$ cat src/verilog/ucgf_pkg.sv
package ucgf_pkg;
    // ************************************************************
    // Register map
    // ************************************************************
    localparam logic [3:0] ADDR_DIV_LOW  = 4'h0;
    localparam logic [3:0] ADDR_DIV_HIGH = 4'h1;
    localparam logic [3:0] ADDR_CTRL_B   = 4'h2;
    localparam logic [3:0] ADDR_CTRL_C   = 4'h3;
    localparam logic [3:0] ADDR_STATUS   = 4'h4;
    localparam logic [3:0] ADDR_TXDATA   = 4'h5;
    localparam logic [3:0] ADDR_RXDATA   = 4'h6;

    // control_status_b fields
    localparam int CB_TX_NINTH   = 0;
    localparam int CB_CHAR_SIZE2 = 2;
    localparam int CB_DOUBLE     = 3;
    localparam int CB_TX_EN      = 4;
    localparam int CB_RX_EN      = 5;
    localparam int CB_CLK_DIR    = 6;
    // control_status_c fields
    localparam int CC_POLARITY   = 0;
    localparam int CC_CHAR_SIZE0 = 1;
    localparam int CC_STOP_BITS  = 3;
    localparam int CC_PARITY0    = 4;
    localparam int CC_SYNC_MODE  = 6;
    // status fields
    localparam int ST_RX_DONE    = 0;
    localparam int ST_TX_DONE    = 1;
    localparam int ST_FRAME_ERR  = 2;
    localparam int ST_PARITY_ERR = 3;
    localparam int ST_TX_BUSY    = 4;
    localparam int ST_RX_NINTH   = 5;

    localparam logic [7:0] CTRL_B_RESET = 8'h00;
    localparam logic [7:0] CTRL_C_RESET = 8'h06;

    // Oversampling counts per bit, size and parity codes
    localparam logic [4:0] OVS_NORMAL = 5'h10;
    localparam logic [4:0] OVS_DOUBLE = 5'h08;
    localparam logic [4:0] OVS_SYNC   = 5'h02;
    localparam logic [2:0] CHAR_NINE  = 3'h7;
    localparam logic [1:0] PAR_EVEN   = 2'h2;
    localparam logic [1:0] PAR_ODD    = 2'h3;

    typedef enum logic [2:0] {
        UCGF_IDLE, UCGF_START, UCGF_DATA, UCGF_PARITY, UCGF_STOP
    } ucgf_phase_e;
endpackage

$ cat src/verilog/ucgf_usart.sv
`timescale 1ns/10ps
// Contract
// Internal generator for async and sync master; slave uses external clock.
// Down-counter reloads divisor at zero and on low-byte write.
// One generator tick per zero, rate clk/(divisor+1).
// Transmitter divides ticks by 16, 8 or 2 by mode.
// Receiver steps 16, 8 or 2 states per bit on generator ticks.
// Bit rate is clk over 16, 8 or 2 times (divisor+1).
// Divisor is 12 bits from high and low bytes, 0 to 4095.
// Double speed uses divider 8 and 8 receive samples per bit.
// Software keeps double speed zero in synchronous mode.
// Slave clock passes sync register and edge detector, two cycles delay.
// External slave clock stays below a quarter of system clock.
// Sync mode: clock pin is input as slave, output as master.
// Sample on edge opposite to data change; polarity selects edges.
// Start, 5-9 data bits, none/even/odd parity, 1 or 2 stops.
// Start, data LSB first, parity, stops; back to back or idle.
// Start low, stop high, idle line high.
// Char size, parity mode and stop select fields set the format.
// One shared format for transmitter and receiver.
// Receiver checks only first stop bit for frame error.
// Parity is xor of data bits, inverted for odd.
// Software idles traffic before changing rate or format.
// Clock direction selects master or slave in sync mode.
// Software writes ninth bit before low data byte.
// Size codes 0-3 are 5-8 bits; parity 00 off, 10 even, 11 odd.
// Low-byte write loads high and low bytes and restarts counter.
module ucgf_usart
    import ucgf_pkg::*;
(
    input  wire logic       clk,
    input  wire logic       rst_n,
    input  wire logic [3:0] addr,
    input  wire logic [7:0] wdata,
    input  wire logic       wr_en,
    input  wire logic       rd_en,
    output logic      [7:0] rdata,
    input  wire logic       rxd,
    output logic            txd,
    input  wire logic       xck_in,
    output logic            xck_out,
    output logic            xck_oe
);
    // ************************************************************
    // State
    // ************************************************************
    typedef struct packed {
        logic [3:0]  div_high;
        logic [7:0]  div_low;
        logic [11:0] cnt;
        logic [7:0]  ctrl_b;
        logic [7:0]  ctrl_c;
        logic [7:0]  rdata;
        logic        xck_s1;
        logic        xck_s2;
        logic        xck_d;
        logic        xck_o;
        logic        xck_oe;
        logic        txd;
        logic [8:0]  tx_buf;
        logic        tx_full;
        ucgf_phase_e tx_ph;
        logic [8:0]  tx_sh;
        logic [3:0]  tx_bit;
        logic [4:0]  tx_div;
        logic        tx_par;
        logic        tx_done;
        ucgf_phase_e rx_ph;
        logic [4:0]  rx_div;
        logic [3:0]  rx_bit;
        logic [8:0]  rx_sh;
        logic        rx_par;
        logic        rx_s1;
        logic        rx_s2;
        logic [8:0]  rx_data;
        logic        rx_done;
        logic        rx_ferr;
        logic        rx_perr;
    } ucgf_state_s;

    ucgf_state_s s_reg;
    ucgf_state_s s_next;

    function automatic logic [3:0] ucgf_nbits(input logic [2:0] code);
        if (code == CHAR_NINE) begin
            return 4'h9;
        end
        return {2'b01, code[1:0]} + 4'h1;
    endfunction

    // ************************************************************
    // Decoded controls
    // ************************************************************
    logic       sync_mode_select;
    logic       transfer_clock_direction;
    logic       double_speed_select;
    logic       clock_polarity_select;
    logic [2:0] char_size_field;
    logic [1:0] parity_mode_field;
    logic       stop_bits_select;
    logic       slave;
    logic       baud_tick;
    logic       tx_step;
    logic       rx_step;
    logic [4:0] ovs;
    logic [3:0] nbits;
    logic       slave_rise;
    logic       slave_fall;

    always_comb begin
        sync_mode_select         = s_reg.ctrl_c[CC_SYNC_MODE];
        transfer_clock_direction = s_reg.ctrl_b[CB_CLK_DIR];
        double_speed_select      = s_reg.ctrl_b[CB_DOUBLE];
        clock_polarity_select    = s_reg.ctrl_c[CC_POLARITY];
        char_size_field   = {s_reg.ctrl_b[CB_CHAR_SIZE2],
                             s_reg.ctrl_c[CC_CHAR_SIZE0+1 -: 2]};
        parity_mode_field = s_reg.ctrl_c[CC_PARITY0+1 -: 2];
        stop_bits_select  = s_reg.ctrl_c[CC_STOP_BITS];
        slave      = sync_mode_select & ~transfer_clock_direction;
        baud_tick  = (s_reg.cnt == 12'h000);
        slave_rise = s_reg.xck_s2 & ~s_reg.xck_d;
        slave_fall = ~s_reg.xck_s2 & s_reg.xck_d;
        nbits      = ucgf_nbits(char_size_field);
        if (sync_mode_select) begin
            ovs = OVS_SYNC;
        end else if (double_speed_select) begin
            ovs = OVS_DOUBLE;
        end else begin
            ovs = OVS_NORMAL;
        end
        // Sync: tx shifts on change edge, rx samples on opposite edge
        if (slave) begin
            tx_step = clock_polarity_select ? slave_fall : slave_rise;
            rx_step = clock_polarity_select ? slave_rise : slave_fall;
        end else if (sync_mode_select) begin
            tx_step = baud_tick && (s_reg.xck_o == clock_polarity_select);
            rx_step = baud_tick && (s_reg.xck_o != clock_polarity_select);
        end else begin
            // Wrap from any count so a smaller divider never overruns
            tx_step = baud_tick && (s_reg.tx_div >= ovs - 5'h01);
            rx_step = baud_tick;
        end
    end

    // ************************************************************
    // Next state
    // ************************************************************
    always_comb begin
        logic rx_sample;
        logic rx_bitend;
        rx_sample = 1'b0;
        rx_bitend = 1'b0;
        s_next    = s_reg;

        // Synchronisers
        s_next.xck_s1 = xck_in;
        s_next.xck_s2 = s_reg.xck_s1;
        s_next.xck_d  = s_reg.xck_s2;
        s_next.rx_s1  = rxd;
        s_next.rx_s2  = s_reg.rx_s1;

        // Baud generator
        if (baud_tick) begin
            s_next.cnt = {s_reg.div_high, s_reg.div_low};
        end else begin
            s_next.cnt = s_reg.cnt - 12'h001;
        end

        // Master clock pin
        s_next.xck_oe = sync_mode_select & transfer_clock_direction;
        if (sync_mode_select && !slave && baud_tick) begin
            s_next.xck_o = ~s_reg.xck_o;
        end else if (!sync_mode_select || slave) begin
            s_next.xck_o = clock_polarity_select;
        end

        // Transmitter
        if (baud_tick && !sync_mode_select) begin
            s_next.tx_div = (s_reg.tx_div >= ovs - 5'h01) ? 5'h00
                          : s_reg.tx_div + 5'h01;
        end
        if (tx_step) begin
            case (s_reg.tx_ph)
                UCGF_IDLE: begin
                    if (s_reg.tx_full && s_reg.ctrl_b[CB_TX_EN]) begin
                        s_next.tx_sh   = s_reg.tx_buf;
                        s_next.tx_full = 1'b0;
                        s_next.tx_par  = parity_mode_field[0];
                        s_next.txd     = 1'b0;
                        s_next.tx_ph   = UCGF_START;
                    end
                end
                UCGF_START, UCGF_DATA: begin
                    if (s_reg.tx_ph == UCGF_START) begin
                        s_next.tx_bit = 4'h0;
                    end
                    s_next.txd    = s_reg.tx_sh[0];
                    s_next.tx_par = s_reg.tx_par ^ s_reg.tx_sh[0];
                    s_next.tx_sh  = {1'b0, s_reg.tx_sh[8:1]};
                    s_next.tx_ph  = UCGF_DATA;
                    if (s_reg.tx_ph == UCGF_DATA) begin
                        s_next.tx_bit = s_reg.tx_bit + 4'h1;
                        if (s_reg.tx_bit + 4'h1 == nbits) begin
                            if (parity_mode_field[1]) begin
                                s_next.txd   = s_reg.tx_par;
                                s_next.tx_ph = UCGF_PARITY;
                            end else begin
                                s_next.txd    = 1'b1;
                                s_next.tx_bit = 4'h0;
                                s_next.tx_ph  = UCGF_STOP;
                            end
                            s_next.tx_sh = s_reg.tx_sh;
                            s_next.tx_par = s_reg.tx_par;
                        end
                    end
                end
                UCGF_PARITY: begin
                    s_next.txd    = 1'b1;
                    s_next.tx_bit = 4'h0;
                    s_next.tx_ph  = UCGF_STOP;
                end
                UCGF_STOP: begin
                    if (stop_bits_select && s_reg.tx_bit == 4'h0) begin
                        s_next.tx_bit = 4'h1;
                    end else if (s_reg.tx_full && s_reg.ctrl_b[CB_TX_EN]) begin
                        s_next.tx_sh   = s_reg.tx_buf;
                        s_next.tx_full = 1'b0;
                        s_next.tx_par  = parity_mode_field[0];
                        s_next.txd     = 1'b0;
                        s_next.tx_ph   = UCGF_START;
                    end else begin
                        s_next.tx_done = 1'b1;
                        s_next.tx_ph   = UCGF_IDLE;
                    end
                end
                default: s_next.tx_ph = UCGF_IDLE;
            endcase
        end

        // Receiver: rx_div counts oversample states within a bit
        if (rx_step && s_reg.ctrl_b[CB_RX_EN]) begin
            if (sync_mode_select) begin
                rx_sample = (s_reg.rx_ph != UCGF_IDLE) || !s_reg.rx_s2;
                rx_bitend = rx_sample;
            end else if (s_reg.rx_ph == UCGF_IDLE) begin
                s_next.rx_div = s_reg.rx_s2 ? 5'h00 : s_reg.rx_div + 5'h01;
                rx_bitend = !s_reg.rx_s2 && (s_reg.rx_div == (ovs >> 1));
                rx_sample = rx_bitend;
                if (rx_bitend) begin
                    s_next.rx_div = 5'h00;
                end
            end else begin
                s_next.rx_div = s_reg.rx_div + 5'h01;
                if (s_reg.rx_div == ovs - 5'h01) begin
                    s_next.rx_div = 5'h00;
                    rx_sample = 1'b1;
                    rx_bitend = 1'b1;
                end
            end
        end
        if (rx_sample && rx_bitend) begin
            case (s_reg.rx_ph)
                UCGF_IDLE: begin
                    s_next.rx_bit = 4'h0;
                    s_next.rx_sh  = 9'h000;
                    s_next.rx_par = parity_mode_field[0];
                    s_next.rx_ph  = UCGF_DATA;
                end
                UCGF_DATA: begin
                    s_next.rx_sh  = {s_reg.rx_s2, s_reg.rx_sh[8:1]};
                    s_next.rx_par = s_reg.rx_par ^ s_reg.rx_s2;
                    s_next.rx_bit = s_reg.rx_bit + 4'h1;
                    if (s_reg.rx_bit + 4'h1 == nbits) begin
                        s_next.rx_ph = parity_mode_field[1] ? UCGF_PARITY
                                                            : UCGF_STOP;
                    end
                end
                UCGF_PARITY: begin
                    s_next.rx_perr = s_reg.rx_par ^ s_reg.rx_s2;
                    s_next.rx_ph   = UCGF_STOP;
                end
                UCGF_STOP: begin
                    // Align LSB to bit 0 and stop at the first stop bit
                    s_next.rx_data = s_reg.rx_sh >> (4'h9 - nbits);
                    s_next.rx_ferr = ~s_reg.rx_s2;
                    if (!parity_mode_field[1]) begin
                        s_next.rx_perr = 1'b0;
                    end
                    s_next.rx_done = 1'b1;
                    s_next.rx_ph   = UCGF_IDLE;
                end
                default: s_next.rx_ph = UCGF_IDLE;
            endcase
        end

        // Register bus
        s_next.rdata = 8'h00;
        if (wr_en) begin
            case (addr)
                ADDR_DIV_LOW: begin
                    s_next.div_low = wdata;
                    s_next.cnt = {s_reg.div_high, wdata};
                end
                ADDR_DIV_HIGH: s_next.div_high = wdata[3:0];
                ADDR_CTRL_B:   s_next.ctrl_b = wdata;
                ADDR_CTRL_C:   s_next.ctrl_c = wdata;
                ADDR_STATUS: begin
                    // Write one to clear; hardware set wins
                    if (wdata[ST_TX_DONE] && !s_next.tx_done) begin
                    end else if (wdata[ST_TX_DONE] && !(tx_step &&
                                 s_reg.tx_ph == UCGF_STOP)) begin
                        s_next.tx_done = 1'b0;
                    end
                end
                ADDR_TXDATA: begin
                    s_next.tx_buf  = {s_reg.ctrl_b[CB_TX_NINTH], wdata};
                    s_next.tx_full = 1'b1;
                end
                default: ;
            endcase
        end else if (rd_en) begin
            case (addr)
                ADDR_DIV_LOW:  s_next.rdata = s_reg.div_low;
                ADDR_DIV_HIGH: s_next.rdata = {4'h0, s_reg.div_high};
                ADDR_CTRL_B:   s_next.rdata = s_reg.ctrl_b;
                ADDR_CTRL_C:   s_next.rdata = s_reg.ctrl_c;
                ADDR_STATUS:   s_next.rdata = {2'b00, s_reg.rx_data[8],
                    s_reg.tx_ph != UCGF_IDLE, s_reg.rx_perr, s_reg.rx_ferr,
                    s_reg.tx_done, s_reg.rx_done};
                ADDR_RXDATA: begin
                    s_next.rdata = s_reg.rx_data[7:0];
                    if (!(rx_sample && s_reg.rx_ph == UCGF_STOP)) begin
                        s_next.rx_done = 1'b0;
                    end
                end
                default: s_next.rdata = 8'h00;
            endcase
        end
    end

    // ************************************************************
    // Registers
    // ************************************************************
    always_ff @(posedge clk or negedge rst_n) begin
        if (!rst_n) begin
            s_reg        <= '0;
            s_reg.ctrl_b <= CTRL_B_RESET;
            s_reg.ctrl_c <= CTRL_C_RESET;
            s_reg.txd    <= 1'b1;
            s_reg.xck_s1 <= 1'b0;
            s_reg.tx_ph  <= UCGF_IDLE;
            s_reg.rx_ph  <= UCGF_IDLE;
        end else begin
            s_reg <= s_next;
        end
    end

    assign rdata   = s_reg.rdata;
    assign txd     = s_reg.txd;
    assign xck_out = s_reg.xck_o;
    assign xck_oe  = s_reg.xck_oe;

    // ************************************************************
    // Assertions
    // ************************************************************
    a_reload_value: assert property (@(posedge clk) disable iff (!rst_n)
        baud_tick && !(wr_en && addr == ADDR_DIV_LOW) |=>
        s_reg.cnt == {$past(s_reg.div_high), $past(s_reg.div_low)})
        else $error("counter did not reload divisor");
    a_low_restart: assert property (@(posedge clk) disable iff (!rst_n)
        wr_en && addr == ADDR_DIV_LOW |=>
        s_reg.cnt == {s_reg.div_high, s_reg.div_low})
        else $error("low byte write did not restart counter");
    a_idle_high: assert property (@(posedge clk) disable iff (!rst_n)
        s_reg.tx_ph == UCGF_IDLE && $past(s_reg.tx_ph) == UCGF_IDLE
        |-> txd)
        else $error("idle line not high");
    a_start_low: assert property (@(posedge clk) disable iff (!rst_n)
        s_reg.tx_ph == UCGF_START |-> !txd)
        else $error("start bit not low");
    a_stop_high: assert property (@(posedge clk) disable iff (!rst_n)
        s_reg.tx_ph == UCGF_STOP |-> txd)
        else $error("stop bit not high");
    a_pin_dir: assert property (@(posedge clk) disable iff (!rst_n)
        ##1 xck_oe == $past(sync_mode_select && transfer_clock_direction))

        else $error("clock pin direction wrong");
    a_slave_edge: assert property (@(posedge clk) disable iff (!rst_n)
        slave && !clock_polarity_select && $rose(s_reg.xck_s1)
        |=> slave_rise)
        else $error("slave edge not detected after two cycles");
    a_div_range: assert property (@(posedge clk) disable iff (!rst_n)
        s_reg.tx_div < OVS_NORMAL)
        else $error("transmit divider out of range");
endmodule

$ cat config.mk
export PLATFORM = sky130hd
export DESIGN_NAME = ucgf_usart
export DESIGN_NICKNAME = d
export VERILOG_FILES = /design/src/verilog/ucgf_pkg.sv /design/src/verilog/ucgf_usart.sv
export SDC_FILE = /design/constraint.sdc
export NUM_CORES = 1
export LEC_CHECK = 0
export ABC_AREA = 0
export CAP_MARGIN = 15
export CORE_MARGIN = 3
export CORE_UTILIZATION = 64
export CTS_CLUSTER_DIAMETER = 80
export DETAILED_ROUTE_END_ITERATION = 10
export DONT_BUFFER_PORTS = 1
export PLACE_DENSITY = 0.8
export SLEW_MARGIN = 0
export SYNTH_ARGS = -nofsm -noshare
export SYNTH_HDL_FRONTEND = slang
export SYNTH_SLANG_ARGS = --single-unit
$ cat constraint.sdc
create_clock -name clk -period 3.3 [get_ports clk]
set_input_delay 0.165 -clock clk [delete_from_list [all_inputs] [get_ports clk]]
set_output_delay 0.165 -clock clk [all_outputs]
set_load 0.005 [all_outputs]
==> impl_summary.md, run 1 <==
Logic synthesis
The top-area cell type share of the netlist area is 0.461. Yosys attributes the largest share of cell area to dfrtp_1 46%, mux2_2 7.6%, nand2_1 6.1%, o21ai_0 4.9%, ha_1 2.5%. The synthesis warning total is 0. The share of the Yosys chip area taken by registers is 0.473. The number of nets produced by synthesis is between 600 and 700. The post-synthesis cell type count is 64.

The cell area after synthesis is roughly 6500 um^2. Each instance of the synthesized netlist takes up on average ~9.8 um^2. After technology mapping, the gate count stands at between 600 and 700.

Counting flops with an async set or reset pin after synthesis yields a share of 1.00. The largest total area in the synthesized netlist belongs to dfrtp_1. The synthesized design contains 0 enable-type register cells. For this run, the leading register cell type out of synthesis is dfrtp_1. The number of synthesized register bits is 123.

Status
The run finished with clean final reports.

Clock network
The clock tree synthesis step divided the H-tree into 4 levels. The quantity of gates resized following cts is 0. The clock tree root buffer cell is clkbuf_8. TritonCTS built the clock tree.

The TritonCTS sink count is about 120. Once the clock tree was built, the setup fixing pass inserted 0 buffers. Clock latency on the worst-skew pair, taken at its later pin, is roughly 0.54 ns. The buffer levels on the longest clock path is 2.

After clock tree synthesis, the clock-pin slew on the worst setup and hold paths is 0.06 ns. The number of clock buffers added by TritonCTS is 17.

Flow run
The tool flagged a number of max-cap violations equal to 0.

Setup path
The library cell contributing the largest single delay on the critical path is or4b_1. The kind of critical path is reg -> reg. The launch point of the worst reg-to-reg path is s_reg[99]. STA puts the critical path data arrival time at roughly 3.5 ns.

The worst register-to-register path ends at s_reg[49]. The worst path buffer plus inverter count is 1. The slack of the worst reg-to-reg path is ~0.21 ns. The number of cells on the worst reg-to-reg path is 8. Along the worst path, the maximum fanout reaches 21. The longest individual stage delay on the worst path is 0.53 ns. Walking the worst path, the cells encountered are inv_1, ha_1, or4b_1, or3_4, a2bb2oi_1, and2_4, nor3_4, mux2_2. Broken down by cell family, the worst path's largest delay share belongs to simple AND/OR/NAND/NOR gates.

The required time of the worst setup path is roughly 3.7 ns. The endpoint type of the worst setup path is a flip-flop. STA classifies the critical path startpoint as a flip-flop.

Die
The floorplan has 36 rows. The height of the die is approximately 110 um. For this configuration, the core starts out at a cell density of 0.663. The die covers 11,400 um^2. The standard cell core area is a little under 10,000 um^2. The overall die width is between 100 and 150 um. The number of ports placed on the die boundary is 29.

Timing
On the final layout, the worst clock skew is 0.00818 ns. The worst setup margin is roughly 0.21 ns. Setup repair after global routing left no endpoint under its margin. The worst-case headroom to the max-slew limit is 0.162. Counting I/O delays and the setup requirement, the final critical path takes 3.09 ns. The total of endpoints with negative setup slack in the final report is 0. The minimum hold slack is 0.0830 ns.

For the pin with the worst max-slew slack, the measured transition is about 1.2 ns. Setup total negative slack on the finished layout was measured at 0 ns. The maximum clock frequency is between 300 and 400 MHz. The final-report hold violation count is 0. Dividing the final minimum period by the clock period gives 0.936. The max-slew violation count is 0.

Global routing
The number of antenna violations at the first check in global routing is 0. Entering global routing, the biggest net connects 124 pins. The total grt overflow is 0. The first-pass GRT wire length is roughly 27,000 um. The global-route usage over all layers is 0.303. The via count of the first global-routing pass is between 5,000 and 6,000.

Cells and area
The synthesis-to-finish area growth is 13.1%. The end-of-flow core utilization is 0.749. The register with the most flip-flops in the layout has roughly 100 of them.

The count of nets after finishing is 705. The filler cell count in the final layout is ~640. The repair_antennas step left the layout with diodes totalling 0. The ratio of cells with drive above 1 in the final layout is 0.143.

Routing
In this run, the number of DRC markers left after iteration 0 of detailed routing was a little over 500. The detail route stage leaves a number of antenna-violating nets equal to 0. The total iterations of the first detailed-routing run is 5. The total wirelength of the detailed-routed design is between 15,000 and 20,000 um.

The detail-routed via count per cell is 6.51. After detailed routing, the number of remaining DRC violations is 0. The wire length per cell after detailed routing is ~20 um. Summing over every cut layer, the via total after detailed routing is 5,341.

Place
The minimum setup slack after placement is between 0.3 and 0.4 ns. The count of port buffers added during placement is 0. The total half-perimeter wirelength after legalization and detailed placement is ~10,000 um.

At the end of routability-driven placement, the weighted congestion stood at a little over 0.9.

Min path
The path class of the tightest hold or removal check is in -> reg. The startpoint identified for the worst hold timing path is addr[0]. The path with the worst hold slack has its endpoint at rdata[7]. The cell depth of the worst min-delay path is 2.

Power
For this design the static power due to leakage is between 3 and 4 nW. The worst ir drop on vdd is roughly 0.57 mV. For this design the ratio of total power to cell area is around 680 nW/um^2.
## cell families after synthesis
kind of cell | count (synthesis) | share of synthesized area
simple gates | 224 | 0.170
compound gates | 162 | 0.158
flops | 123 | 0.473
mux | 62 | 0.108
buf+inv | 59 | 0.0392
xor+xnor | 20 | 0.0269
fa+ha+maj | 13 | 0.0250
## metrics by stage
| step | power, mW | cells | area (um^2) |
|---|---|---|---|
| 2_1_floorplan | 2.89 | 663 | 6510 |
| 3_3_place_gp | 3.10 | 765 | 6560 |
| 3_5_place_dp | 3.17 | 765 | 6560 |
| 4_1_cts | 5.00 | 820 | 7360 |
| 5_1_grt | 5.28 | 820 | 7360 |
| 6_report | 5.03 | 820 | 7360 |
## cell usage in the layout (no fill, tap or decap), types with 5 or more instances in the layout
master	netlist	routed
mux2_2	44	44
clkinv_2	0	6
a22oi_1	12	12
ha_1	13	13
a21oi_1	22	22
nor3b_1	8	8
nand2_1	105	105
clkbuf_16	0	16
a222oi_1	6	6
buf_4	8	10
a211oi_1	6	6
dfrtp_1	120	120
a22o_1	8	8
nor4_1	7	7
nor3_1	7	7
clkinvlp_4	0	5
mux2i_1	16	16
nor2_1	35	35
o31ai_1	10	10
a31oi_1	5	5
dlygate4sd3_1	0	22
inv_1	18	18
nand2b_1	8	8
o21ai_0	64	64
xnor2_1	16	16
nand3_1	15	15
## synth_stat cells (12+ instances only)
master	count
nand3_1	15
mux2_2	44
a21oi_1	22
mux2i_1	16
nand2_1	105
o21ai_0	64
ha_1	13
a22oi_1	12
xnor2_1	16
dfrtp_1	120
nor2_1	35
clkbuf_1	29
inv_1	18
## where the power goes
part	total, mW	internal [mW]	switching (mW)	leakage, nW
sequential	2.09	1.78	0.309	1.60
combinational	1.21	0.527	0.687	1.36
clock	1.73	1.06	0.672	0.259
total	5.03	3.37	1.67	3.21
## how the worst max path moves through the flow
stage,endpoint,start,cells past startpoint
2_1_floorplan,s_reg[48],s_reg[99],8
4_1_cts,s_reg[51],s_reg[99],8
3_5_place_dp,s_reg[49],s_reg[99],8
3_3_place_gp,s_reg[53],s_reg[99],8
5_1_grt,s_reg[51],s_reg[99],8
6_report,s_reg[49],s_reg[99],8
## layout make-up
type                            instances  area, um^2  area share
Multi-Input combinational cell        481        3170       0.431
Sequential cell                       123        3080       0.419
Tap cell                              133         166      0.0226
Clock buffer                           19         422      0.0573
Timing Repair Buffer                   33         323      0.0439
Inverter                               18        67.6     0.00918
Clock inverter                         13         128      0.0173
## per-layer routing
metal  up-vias  global-route usage  routed length (um)
met5         -                   0                   0
met4         0               0.132                 658
met3        58              0.0909                1150
met2       245               0.492                7900
met1      2625               0.378                6570
li1       2413                   -                   -
## timing repair
action / 4_1_cts / 5_1_grt
hold buffers: 23 / 0
endpoints found under the setup margin: 0 / 0
hold endpoints to repair: 173 / 0
Note: power is estimated with default switching activity, not from simulation.
==> inputs of run 2 (changes only) <==
--- a/config.mk
+++ b/config.mk
@@ -8,11 +8,12 @@
 export ABC_AREA = 0
 export CAP_MARGIN = 15
 export CORE_MARGIN = 3
-export CORE_UTILIZATION = 64
+export CORE_UTILIZATION = 66
+export CTS_BUF_LIST = sky130_fd_sc_hd__clkbuf_4
 export CTS_CLUSTER_DIAMETER = 80
 export DETAILED_ROUTE_END_ITERATION = 10
 export DONT_BUFFER_PORTS = 1
-export PLACE_DENSITY = 0.8
+export PLACE_DENSITY = 0.82
 export SLEW_MARGIN = 0
 export SYNTH_ARGS = -nofsm -noshare
 export SYNTH_HDL_FRONTEND = slang
==> impl_summary.md, run 2 (synthesis results as in run 1) <==
Power
The net switching power of the design is 1.61 mW. The logic gate share of total power is 0.278. The clock network fraction of design power is 0.247. In this run the power density over the cells is a little over 600 nW/um^2. The worst ir drop on vdd is approximately 0.5 mV. The standby leakage power is 3.12 nW.

Of the total power, the share spent switching nets is 0.367. The internal cell power is ~2.8 mW. Of the total power, registers draw 0.475.

Timing
The worst-case headroom to the max-slew limit is 0.418. The total of endpoints with negative setup slack in the final report is 0. Setup repair after global routing left no endpoint under its margin. The final sum of negative setup slack is 0 ns. Derived from the worst setup path, the maximum achievable clock frequency is 318 MHz. The worst setup margin is between 0.15 and 0.2 ns. The final-report hold violation count is 0. The setup skew after layout is 0.0167 ns. Dividing the final minimum period by the clock period gives 0.952. Counting I/O delays and the setup requirement, the final critical path takes 3.14 ns. The slew at the pin closest to its max-slew limit is approximately 0.87 ns. The max-slew violation count is 0.

Min path
In this run the most critical hold path is launched from addr[2]. The tightest min-delay check is of the in -> reg type. The worst hold path was traced through 3 stages. The worst hold path endpoint is rdata[4].

Global routing
The global-route usage over all layers is 0.311. The total grt overflow is 0. The via count of the first global-routing pass is 5,281. The largest net degree at the start of global routing is roughly 120. The first-pass GRT wire length is ~27,000 um. The number of antenna violations at the first check in global routing is 1.

Setup path
STA classifies the critical path startpoint as a flip-flop. STA classifies the critical path endpoint as a flip-flop. The number of cells on the worst reg-to-reg path is 8. The launch point of the worst reg-to-reg path is s_reg[99]. The largest individual stage delay along the critical path comes from the cell or4b_1. The setup check on the worst reg-to-reg path leaves a slack of 0.16 ns.

The critical path is of the reg -> reg type. The cell family contributing the most delay on the critical path is simple AND/OR/NAND/NOR gates. The critical path data arrival time is 3.57 ns. Walking the worst path, the cells encountered are inv_1, ha_1, or4b_1, or3_4, a2bb2oi_1, and2_4, nor3_4, mux2_2. In this design, the stage delay of the slowest critical-path cell is around 0.53 ns. The required time of the worst setup path is around 3.7 ns. Along the worst path, the maximum fanout reaches 21.

Counting both buffers and inverters, the worst setup path holds a total of 1. The endpoint of the most critical register-to-register path is s_reg[50].

Clock network
The number of post-CTS setup repair buffers is 0. The clock insertion delay at the later pin of the skew report is about 0.54 ns. The clock drives roughly 120 sinks.

The clock transition at the registers of the reported paths is ~0.12 ns. The number of levels in the clock H-tree is 4. The buffer levels on the longest clock path is 2. TritonCTS built the clock tree. The clock tree root buffer cell is clkbuf_4.

The number of CTS-inserted buffers is 17.

Place
The placer's final routability congestion estimate is 0.868. Prior to clock tree synthesis, the placed netlist has a worst setup slack of roughly 0.26 ns. The total half-perimeter wirelength after legalization and detailed placement is between 10,000 and 15,000 um. The count of port buffers added during placement is 0.

Die
For this design the top-level I/O count stands at 29. For this configuration, the core starts out at a cell density of 0.691. The die covers approximately 11,000 um^2. The die is between 100 and 150 um wide.

The number of placement rows is 35. The floorplan step set the die height to around 110 um. The standard cell core area is between 9000 and 10,000 um^2.

Routing
The detail route stage leaves a number of antenna-violating nets equal to 0. The final layout contains routed wiring with a total length of roughly 16,000 um. The detail-routed via count per cell is roughly 6.4. The wire length per cell after detailed routing is between 15 and 20 um. The first-iteration detailed-routing DRC count is about 570. Before antenna repair, the detailed router went through 6 iterations. For this run, design rule violations remaining after detail routing come to 0. The routed layout has 5,287 vias.

Cells and area
For this run, the post-layout net count is 709. The register with the most flip-flops in the layout has 102 of them. The library cell used most frequently in the layout, excluding fill and tap cells, is dfrtp_1. The top cell types in the final layout, fill and taps aside, are 120 x dfrtp_1, 105 x nand2_1, 64 x o21ai_0. The area growth from synthesis to layout is 9.69%. In the final layout, the share of cells above drive strength 1 is 0.142.

Flow run
Across the run, the number of max-cap violations was 0.

Status
The flow ran to the end, and the final reports show no timing, DRC or antenna violations.
==> run 2: changes by cell type in the layout (fill, tap and decap cells not counted), moves of 4 or more <==
| cell | before | now |
|---|---|---|
| clkbuf_4 | 0 | 17 |
| clkbuf_16 | 16 | 0 |
| clkinv_2 | 6 | 1 |
| clkinv_4 | 0 | 5 |
| dlygate4sd3_1 | 22 | 27 |
| inv_6 | 0 | 5 |
| clkinvlp_4 | 5 | 1 |
==> run 2: area by class of cell <==
class | count | area (um^2)
multi-input cells | 481 | 3170
inverters | 18 | 67.6
fillers | 615 | 2280
diodes | 1 | 2.50
clock buffers | 17 | 128
clock inverters | 15 | 164
flip-flops and latches | 123 | 3080
repair buffers | 37 | 363
well taps | 129 | 161
==> run 2: routing by layer <==
metal	share of wire	global-route usage
met3	0.080	0.0961
met5	0	0
met1	0.40	0.389
met4	0.042	0.119
met2	0.48	0.508
==> run 2: through the flow <==
stage	instance area (um^2)	hold slack [ns]	instances	total power [mW]	utilization
after floorplan	6510	-0.131	663	2.89	-
after global placement	6540	-0.125	759	3.12	0.695
after detailed placement	6540	-0.125	759	3.18	0.695
after CTS	7120	0.00458	818	4.34	0.756
after global routing	7140	0.0249	821	4.64	0.758
final	7140	0.0633	821	4.38	0.758
==> run 2: power by group through the flow <==
stage                     clock, mW  sequential, mW  combinational [mW]
after floorplan                   0            1.97               0.924
after global placement            0            2.07                1.05
after detailed placement          0            2.09                1.09
after CTS                      1.09            2.06                1.19
after global routing           1.18            2.11                1.35
final                          1.08            2.08                1.22
==> run 2: worst register-to-register path: cells and delay by family, from the launching register on <==
kind | cells | cell delay [ns]
compound gates | 1 | 0.20
fa+ha+maj | 1 | 0.16
buf+inv | 1 | 0.10
flops | 1 | 0.43
mux | 1 | 0.41
simple gates | 4 | 1.74
==> run 2: timing repair <==
item                      CTS  global route
hold endpoints to repair  179             2
hold buffers               27             1
resized for setup           0             0
==> run 2: worst max-delay path by stage <==
stage / startpoint / end / slack (ns) / cells past startpoint
3_3_place_gp: s_reg[99] / s_reg[50] / 0.37 / 8
4_1_cts: s_reg[99] / s_reg[50] / 0.23 / 8
2_1_floorplan: s_reg[99] / s_reg[48] / 0.66 / 8
6_report: s_reg[99] / s_reg[50] / 0.16 / 8
3_5_place_dp: s_reg[99] / s_reg[51] / 0.26 / 8
5_1_grt: s_reg[99] / s_reg[50] / 0.05 / 8
